`src/rtl/reset_seq_defines.svh`:
```
// Offsets, field positions, reset values and timing counts of the reset sequencer
`ifndef RESET_SEQ_DEFINES_SVH
`define RESET_SEQ_DEFINES_SVH

`define CLK_PERIOD_NS        10
`define STARTUP_CYCLES       1024
`define STARTUP_WIDTH        11
`define POWERUP_WIDTH        16
`define POWERUP_DELAY_TICKS  72
`define BO_FILTER_TIME_NS    100
`define BO_FILTER_CYCLES     ((`BO_FILTER_TIME_NS + `CLK_PERIOD_NS - 1) / `CLK_PERIOD_NS)
`define PIN_FILTER_CYCLES    2

`define ADDR_POWER_STATUS    4'h0
`define ADDR_RESET_STATUS    4'h1
`define ADDR_CONFIG          4'h2

`define PS_BROWNOUT_BIT      0
`define PS_POWERON_BIT       1
`define PS_OSC_FAST_BIT      3
`define RS_TIMEOUT_BIT       4
`define RS_POWERDOWN_BIT     3
`define RS_HOLD_BIT          1
`define RS_RESET_BIT         0
`define CFG_POWERUP_EN_N_BIT 0
`define CFG_BO_EN_BIT        1
`define CFG_TRIP_LSB         2
`define CFG_MODE_LSB         4

`define CONFIG_RESET         8'h00
`define PC_RESET_VECTOR      13'h0000
`define PC_IRQ_VECTOR        13'h0004

`endif

```
`src/rtl/reset_seq_pkg.sv`:
```
// Types shared by the reset sequencer files
package reset_seq_pkg;
   typedef enum logic [2:0] {
      lowpower_crystal_mode,
      crystal_osc_mode,
      fast_crystal_mode,
      external_clock_mode,
      resistor_set_osc_mode,
      internal_rc_mode
   } osc_mode_t;

   typedef enum logic [2:0] {
      st_hold,
      st_powerup,
      st_osc_startup,
      st_run,
      st_wdt_rst,
      st_wake_startup
   } seq_state_t;
endpackage

```
`src/rtl/sync_filter.sv`:
```
// Two-flop synchroniser followed by a persistence filter on the high level
`timescale 1ns/1ns
`default_nettype none
module sync_filter #(
   parameter int unsigned HOLD_CYCLES = 1,
   parameter logic        RESET_LEVEL = 1'b0
)(
   input  wire logic clock_in,
   input  wire logic sys_rst_in,
   input  wire logic level_in,
   output logic      level_out
);
   localparam logic [15:0] LAST = 16'(HOLD_CYCLES - 1);
   logic        meta_ff;
   logic        sync_ff;
   logic [15:0] run_ff;

   always_ff @(posedge clock_in) begin
      if (sys_rst_in) begin
         meta_ff <= RESET_LEVEL;
         sync_ff <= RESET_LEVEL;
      end else begin
         meta_ff <= level_in;
         sync_ff <= meta_ff;
      end
   end

   // High must persist; low passes at once so a fall to low is never delayed
   always_ff @(posedge clock_in) begin
      if (sys_rst_in) begin
         run_ff    <= 16'h0000;
         level_out <= RESET_LEVEL;
      end else if (!sync_ff) begin
         run_ff    <= 16'h0000;
         level_out <= 1'b0;
      end else if (run_ff == LAST) begin
         level_out <= 1'b1;
      end else begin
         run_ff <= run_ff + 16'h0001;
      end
   end
endmodule // sync_filter
`default_nettype wire

```
`src/rtl/delay_counter.sv`:
```
// Reloadable down-counter that flags the step that completes its length
`timescale 1ns/1ns
`default_nettype none
module delay_counter #(
   parameter int unsigned WIDTH  = 11,
   parameter int unsigned LENGTH = 1024
)(
   input  wire logic clock_in,
   input  wire logic sys_rst_in,
   input  wire logic load_in,
   input  wire logic step_in,
   output logic      done_out
);
   localparam logic [WIDTH-1:0] LAST_COUNT = WIDTH'(LENGTH - 1);
   logic [WIDTH-1:0] cnt_ff;

   always_ff @(posedge clock_in) begin
      if (sys_rst_in || load_in) begin
         cnt_ff <= LAST_COUNT;
      end else if (step_in && cnt_ff != '0) begin
         cnt_ff <= cnt_ff - 1'b1;
      end
   end

   assign done_out = step_in && (cnt_ff == '0);
endmodule // delay_counter
`default_nettype wire

```
`src/rtl/reset_timeout_sequencer.sv`:
```
// Reset, brown-out and start-up time-out sequencer for an 8-bit core
//
// Implementation choices: the plain strobed port and the placing of the registers.
`timescale 1ns/1ns
`default_nettype none
`include "reset_seq_defines.svh"

module reset_timeout_sequencer #(
   parameter int unsigned POWERUP_DELAY_TICKS    = `POWERUP_DELAY_TICKS,
   parameter int unsigned BROWNOUT_FILTER_CYCLES = `BO_FILTER_CYCLES
)(
   input  wire logic        clock_in,
   input  wire logic        sys_rst_in,
   input  wire logic        por_pulse_in,
   input  wire logic        brownout_below_in,
   input  wire logic        external_reset_pin_n_in,
   input  wire logic        rc_timebase_in,
   input  wire logic        wdt_timeout_in,
   input  wire logic        irq_wake_in,
   input  wire logic        sleeping_in,
   input  wire logic        global_irq_enable_in,
   input  wire logic [3:0]  reg_addr_in,
   input  wire logic [7:0]  reg_wdata_in,
   input  wire logic        reg_wr_in,
   input  wire logic        reg_rd_in,
   output logic      [7:0]  reg_rdata_out,
   output logic             reset_out,
   output logic             core_hold_out,
   output logic             pc_load_out,
   output logic      [12:0] pc_value_out,
   output logic             pc_advance_out,
   output logic             periph_init_out,
   output logic             period_init_out,
   output logic             timeout_flag_n_out,
   output logic             powerdown_flag_n_out,
   output logic      [1:0]  brownout_trip_voltage_out
);
   import reset_seq_pkg::*;

   function automatic logic is_crystal(input osc_mode_t m);
      is_crystal = (m == lowpower_crystal_mode) || (m == crystal_osc_mode) ||
                   (m == fast_crystal_mode);
   endfunction

   logic       por_s;
   logic       bo_low_f;
   logic       pin_n_s;
   logic       rc_s;
   logic       rc_prev_ff;
   logic       por_prev_ff;
   logic       bo_prev_ff;
   logic       pin_prev_ff;
   logic       bo_cause_ff;
   logic [7:0] cfg_ff;
   logic       bo_flag_n_ff;
   logic       po_flag_n_ff;
   logic       osc_fast_ff;
   seq_state_t state_ff;
   seq_state_t nxt_state;
   osc_mode_t  mode;
   logic       crystal;
   logic       bo_en;
   logic       bo_trip;
   logic       powerup_on_por;
   logic       rc_tick;
   logic       live;
   logic       por_evt;
   logic       bo_evt;
   logic       pin_evt;
   logic       wdt_rst_evt;
   logic       wdt_wake_evt;
   logic       irq_wake_evt;
   logic       any_rst_evt;
   logic       powerup_done;
   logic       osc_startup_done;
   logic [7:0] ps_view;
   logic [7:0] rs_view;

   // ****************************************
   // Input synchronisers
   // ****************************************
   sync_filter #(.HOLD_CYCLES(1), .RESET_LEVEL(1'b1)) u_por_sync (
      .clock_in   (clock_in),
      .sys_rst_in (sys_rst_in),
      .level_in   (por_pulse_in),
      .level_out  (por_s)
   );

   // Short dips never reach the sequencer
   sync_filter #(.HOLD_CYCLES(BROWNOUT_FILTER_CYCLES), .RESET_LEVEL(1'b0)) u_bo_filt (
      .clock_in   (clock_in),
      .sys_rst_in (sys_rst_in),
      .level_in   (brownout_below_in),
      .level_out  (bo_low_f)
   );

   sync_filter #(.HOLD_CYCLES(`PIN_FILTER_CYCLES), .RESET_LEVEL(1'b0)) u_pin_sync (
      .clock_in   (clock_in),
      .sys_rst_in (sys_rst_in),
      .level_in   (external_reset_pin_n_in),
      .level_out  (pin_n_s)
   );

   sync_filter #(.HOLD_CYCLES(1), .RESET_LEVEL(1'b0)) u_rc_sync (
      .clock_in   (clock_in),
      .sys_rst_in (sys_rst_in),
      .level_in   (rc_timebase_in),
      .level_out  (rc_s)
   );

   // ****************************************
   // Configuration decode and events
   // ****************************************
   always_comb begin
      mode        = osc_mode_t'(cfg_ff[`CFG_MODE_LSB +: 3]);
      crystal     = is_crystal(mode);
      bo_en       = cfg_ff[`CFG_BO_EN_BIT];
      bo_trip     = bo_low_f && bo_en;
      powerup_on_por = !cfg_ff[`CFG_POWERUP_EN_N_BIT] || bo_en;
      rc_tick     = rc_s && !rc_prev_ff;
      live        = (state_ff == st_run) && pin_n_s && !por_s && !bo_trip;
      por_evt     = por_s && !por_prev_ff;
      bo_evt      = bo_trip && !bo_prev_ff && !por_s;
      pin_evt     = !pin_n_s && pin_prev_ff && !por_s && !bo_trip;
      wdt_rst_evt = live && wdt_timeout_in && !sleeping_in;
      wdt_wake_evt = live && wdt_timeout_in && sleeping_in;
      irq_wake_evt = live && irq_wake_in && sleeping_in && !wdt_timeout_in;
      any_rst_evt = por_evt || bo_evt || pin_evt || wdt_rst_evt;
   end

   always_ff @(posedge clock_in) begin
      if (sys_rst_in) begin
         rc_prev_ff  <= 1'b0;
         // Matches the preset of the power-on synchroniser: no false edge after reset
         por_prev_ff <= 1'b1;
         bo_prev_ff  <= 1'b0;
         pin_prev_ff <= 1'b0;
      end else begin
         rc_prev_ff  <= rc_s;
         por_prev_ff <= por_s;
         bo_prev_ff  <= bo_trip;
         pin_prev_ff <= pin_n_s;
      end
   end

   always_ff @(posedge clock_in) begin
      if (sys_rst_in || por_evt) begin
         bo_cause_ff <= 1'b0;
      end else if (bo_evt) begin
         bo_cause_ff <= 1'b1;
      end
   end

   // ****************************************
   // Time-out sequence
   // ****************************************
   delay_counter #(.WIDTH(`POWERUP_WIDTH), .LENGTH(POWERUP_DELAY_TICKS)) u_powerup_timer (
      .clock_in   (clock_in),
      .sys_rst_in (sys_rst_in),
      .load_in    (state_ff != st_powerup),
      .step_in    ((state_ff == st_powerup) && rc_tick),
      .done_out   (powerup_done)
   );

   delay_counter #(.WIDTH(`STARTUP_WIDTH), .LENGTH(`STARTUP_CYCLES)) u_oscillator_startup_timer (
      .clock_in   (clock_in),
      .sys_rst_in (sys_rst_in),
      .load_in    (state_ff != st_osc_startup && state_ff != st_wake_startup),
      .step_in    (state_ff == st_osc_startup || state_ff == st_wake_startup),
      .done_out   (osc_startup_done)
   );

   // Pin level is ignored here so the timers run while it is held low
   always_comb begin
      nxt_state = state_ff;
      if (por_s || bo_trip) begin
         nxt_state = st_hold;
      end else begin
         case (state_ff)
            st_hold: begin
               if (bo_cause_ff || powerup_on_por) begin
                  nxt_state = st_powerup;
               end else if (crystal) begin
                  nxt_state = st_osc_startup;
               end else begin
                  nxt_state = st_run;
               end
            end
            st_powerup: begin
               if (powerup_done) begin
                  nxt_state = crystal ? st_osc_startup : st_run;
               end
            end
            st_osc_startup, st_wake_startup: begin
               if (osc_startup_done) begin
                  nxt_state = st_run;
               end
            end
            st_run: begin
               if (wdt_rst_evt) begin
                  nxt_state = st_wdt_rst;
               end else if ((wdt_wake_evt || irq_wake_evt) && crystal) begin
                  nxt_state = st_wake_startup;
               end
            end
            st_wdt_rst: begin
               nxt_state = st_run;
            end
            default: begin
               nxt_state = st_hold;
            end
         endcase
      end
   end

   always_ff @(posedge clock_in) begin
      if (sys_rst_in) begin
         state_ff <= st_hold;
      end else begin
         state_ff <= nxt_state;
      end
   end

   always_ff @(posedge clock_in) begin
      if (sys_rst_in) begin
         reset_out     <= 1'b1;
         core_hold_out <= 1'b0;
      end else begin
         reset_out     <= (nxt_state != st_run && nxt_state != st_wake_startup) ||
                          !pin_n_s || por_s;
         core_hold_out <= (nxt_state == st_wake_startup);
      end
   end

   // ****************************************
   // Cause flags and register-load strobes
   // ****************************************
   always_ff @(posedge clock_in) begin
      if (sys_rst_in || por_evt || bo_evt) begin
         timeout_flag_n_out   <= 1'b1;
         powerdown_flag_n_out <= 1'b1;
      end else if (pin_evt && sleeping_in) begin
         timeout_flag_n_out   <= 1'b1;
         powerdown_flag_n_out <= 1'b0;
      end else if (wdt_rst_evt) begin
         timeout_flag_n_out   <= 1'b0;
         powerdown_flag_n_out <= 1'b1;
      end else if (wdt_wake_evt) begin
         timeout_flag_n_out   <= 1'b0;
         powerdown_flag_n_out <= 1'b0;
      end else if (irq_wake_evt) begin
         timeout_flag_n_out   <= 1'b1;
         powerdown_flag_n_out <= 1'b0;
      end
   end

   always_ff @(posedge clock_in) begin
      if (sys_rst_in) begin
         pc_load_out     <= 1'b0;
         pc_value_out    <= `PC_RESET_VECTOR;
         pc_advance_out  <= 1'b0;
         periph_init_out <= 1'b0;
         period_init_out <= 1'b0;
      end else begin
         pc_load_out     <= any_rst_evt || (irq_wake_evt && global_irq_enable_in);
         pc_value_out    <= (irq_wake_evt && global_irq_enable_in) ?
                            `PC_IRQ_VECTOR : `PC_RESET_VECTOR;
         pc_advance_out  <= wdt_wake_evt || (irq_wake_evt && !global_irq_enable_in);
         periph_init_out <= any_rst_evt;
         period_init_out <= any_rst_evt || wdt_wake_evt || irq_wake_evt;
      end
   end

   // ****************************************
   // Register port
   // ****************************************
   // A hardware clear lands after the write, so the event always wins
   always_ff @(posedge clock_in) begin
      if (sys_rst_in) begin
         bo_flag_n_ff <= 1'b1;
         po_flag_n_ff <= 1'b0;
         osc_fast_ff  <= 1'b1;
      end else begin
         if (reg_wr_in && reg_addr_in == `ADDR_POWER_STATUS) begin
            bo_flag_n_ff <= reg_wdata_in[`PS_BROWNOUT_BIT];
            po_flag_n_ff <= reg_wdata_in[`PS_POWERON_BIT];
            osc_fast_ff  <= reg_wdata_in[`PS_OSC_FAST_BIT];
         end
         if (bo_evt) begin
            bo_flag_n_ff <= 1'b0;
         end
         if (por_evt) begin
            po_flag_n_ff <= 1'b0;
         end
         if (any_rst_evt) begin
            osc_fast_ff <= 1'b1;
         end
      end
   end

   // Configuration survives every reset except the logic reset itself
   always_ff @(posedge clock_in) begin
      if (sys_rst_in) begin
         cfg_ff <= `CONFIG_RESET;
      end else if (reg_wr_in && reg_addr_in == `ADDR_CONFIG) begin
         cfg_ff <= reg_wdata_in;
      end
   end

   always_ff @(posedge clock_in) begin
      if (sys_rst_in) begin
         brownout_trip_voltage_out <= 2'h0;
      end else begin
         brownout_trip_voltage_out <= cfg_ff[`CFG_TRIP_LSB +: 2];
      end
   end

   always_comb begin
      ps_view = 8'h00;
      ps_view[`PS_BROWNOUT_BIT] = bo_flag_n_ff;
      ps_view[`PS_POWERON_BIT]  = po_flag_n_ff;
      ps_view[`PS_OSC_FAST_BIT] = osc_fast_ff;
      rs_view = 8'h00;
      rs_view[`RS_TIMEOUT_BIT]   = timeout_flag_n_out;
      rs_view[`RS_POWERDOWN_BIT] = powerdown_flag_n_out;
      rs_view[`RS_HOLD_BIT]      = core_hold_out;
      rs_view[`RS_RESET_BIT]     = reset_out;
   end

   always_ff @(posedge clock_in) begin
      if (sys_rst_in || !reg_rd_in) begin
         reg_rdata_out <= 8'h00;
      end else begin
         case (reg_addr_in)
            `ADDR_POWER_STATUS: reg_rdata_out <= ps_view;
            `ADDR_RESET_STATUS: reg_rdata_out <= rs_view;
            `ADDR_CONFIG:       reg_rdata_out <= cfg_ff;
            default:            reg_rdata_out <= 8'h00;
         endcase
      end
   end

   // ****************************************
   // Assertions
   // ****************************************
   logic [10:0] startup_cyc_ff;
   always_ff @(posedge clock_in) begin
      if (sys_rst_in || state_ff != st_osc_startup) begin
         startup_cyc_ff <= 11'h000;
      end else begin
         startup_cyc_ff <= startup_cyc_ff + 11'h001;
      end
   end
endmodule // reset_timeout_sequencer
`default_nettype wire

```
`config.mk`:
```
export PLATFORM = sky130hd
export DESIGN_NAME = reset_timeout_sequencer
export DESIGN_NICKNAME = d
export VERILOG_FILES = /design/src/rtl/reset_seq_pkg.sv /design/src/rtl/sync_filter.sv /design/src/rtl/delay_counter.sv /design/src/rtl/reset_timeout_sequencer.sv
export VERILOG_INCLUDE_DIRS = /design/src /design/src/rtl
export SDC_FILE = /design/constraint.sdc
export NUM_CORES = 1
export LEC_CHECK = 0
export BUFFER_PORTS_ARGS = -buffer_cell sky130_fd_sc_hd__buf_4
export CORE_UTILIZATION = 64
export DETAILED_ROUTE_END_ITERATION = 10
export PLACE_DENSITY = 0.89
export SKIP_LAST_GASP = 1
export SLEW_MARGIN = 20
export SYNTH_ARGS = -nofsm -noshare
export SYNTH_HDL_FRONTEND = slang
export SYNTH_SLANG_ARGS = --single-unit
```
`constraint.sdc`:
```
create_clock -name clock_in -period 5.8 [get_ports clock_in]
set_input_delay 0.29 -clock clock_in [delete_from_list [all_inputs] [get_ports clock_in]]
set_output_delay 0.29 -clock clock_in [all_outputs]
set_load 0.03 [all_outputs]
```
==> report_table.html <==
<table>
<tr><th>Metric</th><th>Value</th></tr>
<tr><th colspan="2">Placement</th></tr>
<tr><td>Half-perimeter wire length of the detailed placement result</td><td>8.47 mm</td></tr>
<tr><td>Count of input and output buffers</td><td>42</td></tr>
<tr><td>Final weighted congestion in routability-driven placement</td><td>roughly 0.88</td></tr>
<tr><td>DP Cell Count</td><td>approximately 840</td></tr>
<tr><th colspan="2">Clock network</th></tr>
<tr><td>Clock root cell</td><td>sky130_fd_sc_hd__clkbuf_8</td></tr>
<tr><td>CTS H-tree lvls</td><td>4</td></tr>
<tr><td>Clock tree from TritonCTS</td><td>done</td></tr>
<tr><td>Post-CTS setup repair buffer count</td><td>0</td></tr>
<tr><td>Clock latency on the worst-skew pair</td><td>approximately 0.53 ns</td></tr>
<tr><td>Maximum buffer depth of the clock tree</td><td>2</td></tr>
<tr><td>Inserted Clock Buffers</td><td>17</td></tr>
<tr><td>Clock input transition at the sequential cells of the worst setup and hold paths</td><td>roughly 0.06 ns</td></tr>
<tr><td>Number of sinks handled by clock tree synthesis</td><td>between 100 and 150</td></tr>
<tr><td>CTS hold repair buffers</td><td>4</td></tr>
<tr><td>Post_cts resized</td><td>0</td></tr>
<tr><th colspan="2">Final layout</th></tr>
<tr><td>Commonest cells after routing, fill and taps aside</td><td>141 x sky130_fd_sc_hd__dfxtp_1, 116 x sky130_fd_sc_hd__nor2_1, 49 x sky130_fd_sc_hd__xor2_1</td></tr>
<tr><td>Number of inserted diodes</td><td>0</td></tr>
<tr><td>Area growth from synthesis to layout</td><td>15.1%</td></tr>
<tr><td>Layout cell share with drive strength beyond 1</td><td>0.116</td></tr>
<tr><td>Most common library cell in the layout ignoring fill and taps</td><td>sky130_fd_sc_hd__dfxtp_1</td></tr>
<tr><td>Final std cells w/o fill</td><td>~900</td></tr>
<tr><td>NumNets Final</td><td>770</td></tr>
<tr><th colspan="2">Timing</th></tr>
<tr><td>Max-slew violation count</td><td>0</td></tr>
<tr><td>Highest clock rate</td><td>401 MHz</td></tr>
<tr><td>Remaining max-slew budget at the tightest pin</td><td>0.406</td></tr>
<tr><td>Final Hold Violating Endpoints</td><td>0</td></tr>
<tr><td>Min Tclk post-route</td><td>about 2.5 ns</td></tr>
<tr><td>Worst Max-Slew Pin Slew</td><td>roughly 0.88 ns</td></tr>
<tr><td>Final setup vio count</td><td>0</td></tr>
<tr><td>Clock Skews</td><td>0.00926 ns</td></tr>
<tr><td>RSZ-0062 raised after global routing</td><td>no</td></tr>
<tr><td>Total negative slack</td><td>0 ns</td></tr>
<tr><td>Final worst path period share</td><td>0.430</td></tr>
<tr><th colspan="2">Synth</th></tr>
<tr><td>Sequential element share of the synthesized area</td><td>0.455</td></tr>
<tr><td>Yosys warning count</td><td>0</td></tr>
<tr><td>Fraction of synthesis flops using an asynchronous set or reset pin</td><td>0</td></tr>
<tr><td>Count of unique library cells instantiated by Yosys</td><td>just under 60</td></tr>
<tr><td>Number of enable-type register cells in the synthesized netlist</td><td>0</td></tr>
<tr><td>Synthesized instance count</td><td>just under 700</td></tr>
<tr><td>Number of synthesized register bits</td><td>around 140</td></tr>
<tr><td>Post-synth design cell area</td><td>0.00620 mm^2</td></tr>
<tr><td>Syn_area_per_cell</td><td>between 8 and 9 um^2</td></tr>
<tr><td>Most used DFF post-synth</td><td>sky130_fd_sc_hd__dfxtp_1</td></tr>
<tr><th colspan="2">Power</th></tr>
<tr><td>Peak VDD IR</td><td>roughly 0.25 mV</td></tr>
<tr><td>Cell Pwr Density</td><td>approximately 300 mW/mm^2</td></tr>
<tr><td>Static leakage</td><td>0.00272 uW</td></tr>
<tr><th colspan="2">Die</th></tr>
<tr><td>Total number of placement rows</td><td>35</td></tr>
<tr><td>Width of the die</td><td>between 100 and 150 um</td></tr>
<tr><td>Die height</td><td>between 100 and 150 um</td></tr>
<tr><td>Starting density of the core</td><td>0.665</td></tr>
<tr><td>Number of I/O pins</td><td>55</td></tr>
<tr><td>Die Footprint</td><td>0.0101 mm^2</td></tr>
<tr><td>Placeable Area</td><td>~0.0093 mm^2</td></tr>
<tr><th colspan="2">Global route</th></tr>
<tr><td>Pin count of the biggest net entering global routing</td><td>40</td></tr>
<tr><td>Overflow left after global routing</td><td>0</td></tr>
<tr><td>Initial antenna violation count</td><td>0</td></tr>
<tr><td>Number of global-route vias before repair</td><td>slightly below 5000</td></tr>
<tr><td>Total track usage</td><td>0.277</td></tr>
<tr><td>Wire length of the first global-routing pass</td><td>about 22 mm</td></tr>
<tr><th colspan="2">Routing</th></tr>
<tr><td>Antenna viol nets, final</td><td>0</td></tr>
<tr><td>Post-detailed-routing wire length</td><td>about 13 mm</td></tr>
<tr><td>Total via count after detailed routing</td><td>roughly 5000</td></tr>
<tr><td>Routed wire per std cell</td><td>about 15 um</td></tr>
<tr><td>Drc violations</td><td>0</td></tr>
<tr><td>Drt via density</td><td>5.69</td></tr>
<tr><td>Count of routing violations after the opening detailed-route iteration</td><td>210</td></tr>
<tr><td>Number of optimization iterations in the first detailed-route pass</td><td>5</td></tr>
<tr><th colspan="2">Setup path</th></tr>
<tr><td>Classification of the worst setup path</td><td>reg -&gt; reg</td></tr>
<tr><td>Largest delay share family, worst path</td><td>simple AND/OR/NAND/NOR gates</td></tr>
<tr><td>Required time at the endpoint of the critical path</td><td>between 6 and 7 ns</td></tr>
<tr><td>Critical Path Start Type</td><td>register</td></tr>
<tr><td>Number of buffers and inverters on the critical path</td><td>0</td></tr>
<tr><td>Sort of element at the end of the critical path</td><td>register</td></tr>
<tr><td>Biggest fanout along the worst timing path</td><td>11</td></tr>
<tr><td>Worst stage delay on the critical path</td><td>0.79 ns</td></tr>
<tr><td>Critical Path, Cell by Cell</td><td>nor4_1 -&gt; nand4b_1 -&gt; and4b_1 -&gt; xnor2_1 -&gt; nand2_1</td></tr>
<tr><td>Data arrival, critical path</td><td>approximately 2.9 ns</td></tr>
<tr><td>Slowest library cell on the worst path</td><td>sky130_fd_sc_hd__nor4_1</td></tr>
<tr><th colspan="2">Worst hold path</th></tr>
<tr><td>Path class of the lowest-slack min-delay path</td><td>in -&gt; reg</td></tr>
<tr><th colspan="2">Job</th></tr>
<tr><td>Number of max-capacitance violations reported</td><td>0</td></tr>
<tr><th colspan="2">Status</th></tr>
<tr><td>Status</td><td>finished, final reports clean</td></tr>
</table>
[kinds of logic after synthesis]
kind of cell | after synthesis | synth area share
adder cells (fa/ha/maj) | 10 | 0.0202
AO/OA/AOI/OAI | 66 | 0.0642
other | 1 | 0.000605
AND/OR/NAND/NOR | 336 | 0.290
buffers and inverters | 56 | 0.0464
XOR/XNOR | 70 | 0.0989
multiplexers | 15 | 0.0242
flip-flops | 141 | 0.455
[area by class of cell]
cell class                 count  area, um^2
clock inverter                14         168
tap                          129         161
fill                         610        2190
multi-input combinational    509        3130
timing repair buffer          46         355
sequential                   141        2820
clock buffer                  18         418
inverter                      21        78.8
[power by group]
| part | switching [uW] | internal (uW) | leakage [uW] |
|---|---|---|---|
| Combinational | 36.3 | 22.2 | 0.00130 |
| Clock | 419 | 655 | 0.000281 |
| Sequential | 3.05 | 974 | 0.00114 |
[routing by layer]
layer  global-route usage  wire length [um]
met1                0.293              5480
met3               0.0787               612
met2                0.513              6800
met5                    0                 0
met4                0.114               265
[sequential cells by signal, indices dropped and copies added (netlist names), 2 cells and up]
register                           count
u_bo_filt.run_ff                      16
u_pin_sync.run_ff                     16
u_por_sync.run_ff                     16
u_powerup_timer.cnt_ff                16
u_rc_sync.run_ff                      16
u_oscillator_startup_timer.cnt_ff     11
cfg_ff                                 8
reg_rdata_out                          8
state_ff                               3
brownout_trip_voltage_out              2
[metrics by stage]
| step | setup WS, ns | power (uW) | hold slack [ns] | util | instance area, um^2 |
|---|---|---|---|---|---|
| global placement | 3.60 | 1050 | 0.420 | 0.698 | 6510 |
| finish | 3.31 | 2110 | 0.0247 | 0.765 | 7130 |
| floorplan | 3.89 | 1040 | 0.389 | - | 6240 |
| CTS | 3.29 | 2110 | 0.00970 | 0.765 | 7130 |
| detailed placement | 3.44 | 1050 | 0.422 | 0.698 | 6510 |
| global route | 3.06 | 2170 | 0.00528 | 0.765 | 7130 |
[synth_stat cells (9+ instances only)]
library cell	n	area [um^2]
sky130_fd_sc_hd__nand4_1	24	150
sky130_fd_sc_hd__o21ai_0	16	80.1
sky130_fd_sc_hd__nor4_1	11	68.8
sky130_fd_sc_hd__clkbuf_1	18	67.6
sky130_fd_sc_hd__nor2b_1	16	100
sky130_fd_sc_hd__mux2i_1	15	150
sky130_fd_sc_hd__xnor2_1	21	184
sky130_fd_sc_hd__nand2_1	47	176
sky130_fd_sc_hd__buf_4	12	90.1
sky130_fd_sc_hd__nand2b_1	9	56.3
sky130_fd_sc_hd__inv_1	21	78.8
sky130_fd_sc_hd__nor2_1	116	435
sky130_fd_sc_hd__a21oi_1	28	140
sky130_fd_sc_hd__dfxtp_1	141	2820
sky130_fd_sc_hd__nor3_1	15	75.1
sky130_fd_sc_hd__ha_1	10	125
sky130_fd_sc_hd__nand3_1	28	140
sky130_fd_sc_hd__xor2_1	49	429
sky130_fd_sc_hd__and3_1	10	62.6
[final timing paths]
path,cells past startpoint,slack (ns),from,endpoint
min,3,0.02,reg_wdata_in[7],cfg_ff[7]$_SDFFE_PP0P_
min reg2reg,1,0.44,u_por_sync.meta_ff$_SDFF_PP1_,u_por_sync.sync_ff$_SDFF_PP1_
max reg2reg,5,3.31,u_oscillator_startup_timer.cnt_ff[3]$_SDFFE_PP1P_,u_oscillator_startup_timer.cnt_ff[4]$_SDFFE_PP1P_
max,5,3.31,u_oscillator_startup_timer.cnt_ff[3]$_SDFFE_PP1P_,u_oscillator_startup_timer.cnt_ff[4]$_SDFFE_PP1P_
[worst register-to-register path, cell delays in order (launching register included)]
cell,delay [ns]
sky130_fd_sc_hd__dfxtp_1,0.35
sky130_fd_sc_hd__nor4_1,0.79
sky130_fd_sc_hd__nand4b_1,0.58
sky130_fd_sc_hd__and4b_1,0.43
sky130_fd_sc_hd__xnor2_1,0.14
sky130_fd_sc_hd__nand2_1,0.06
No activity file was read; power rests on OpenSTA's default activity.
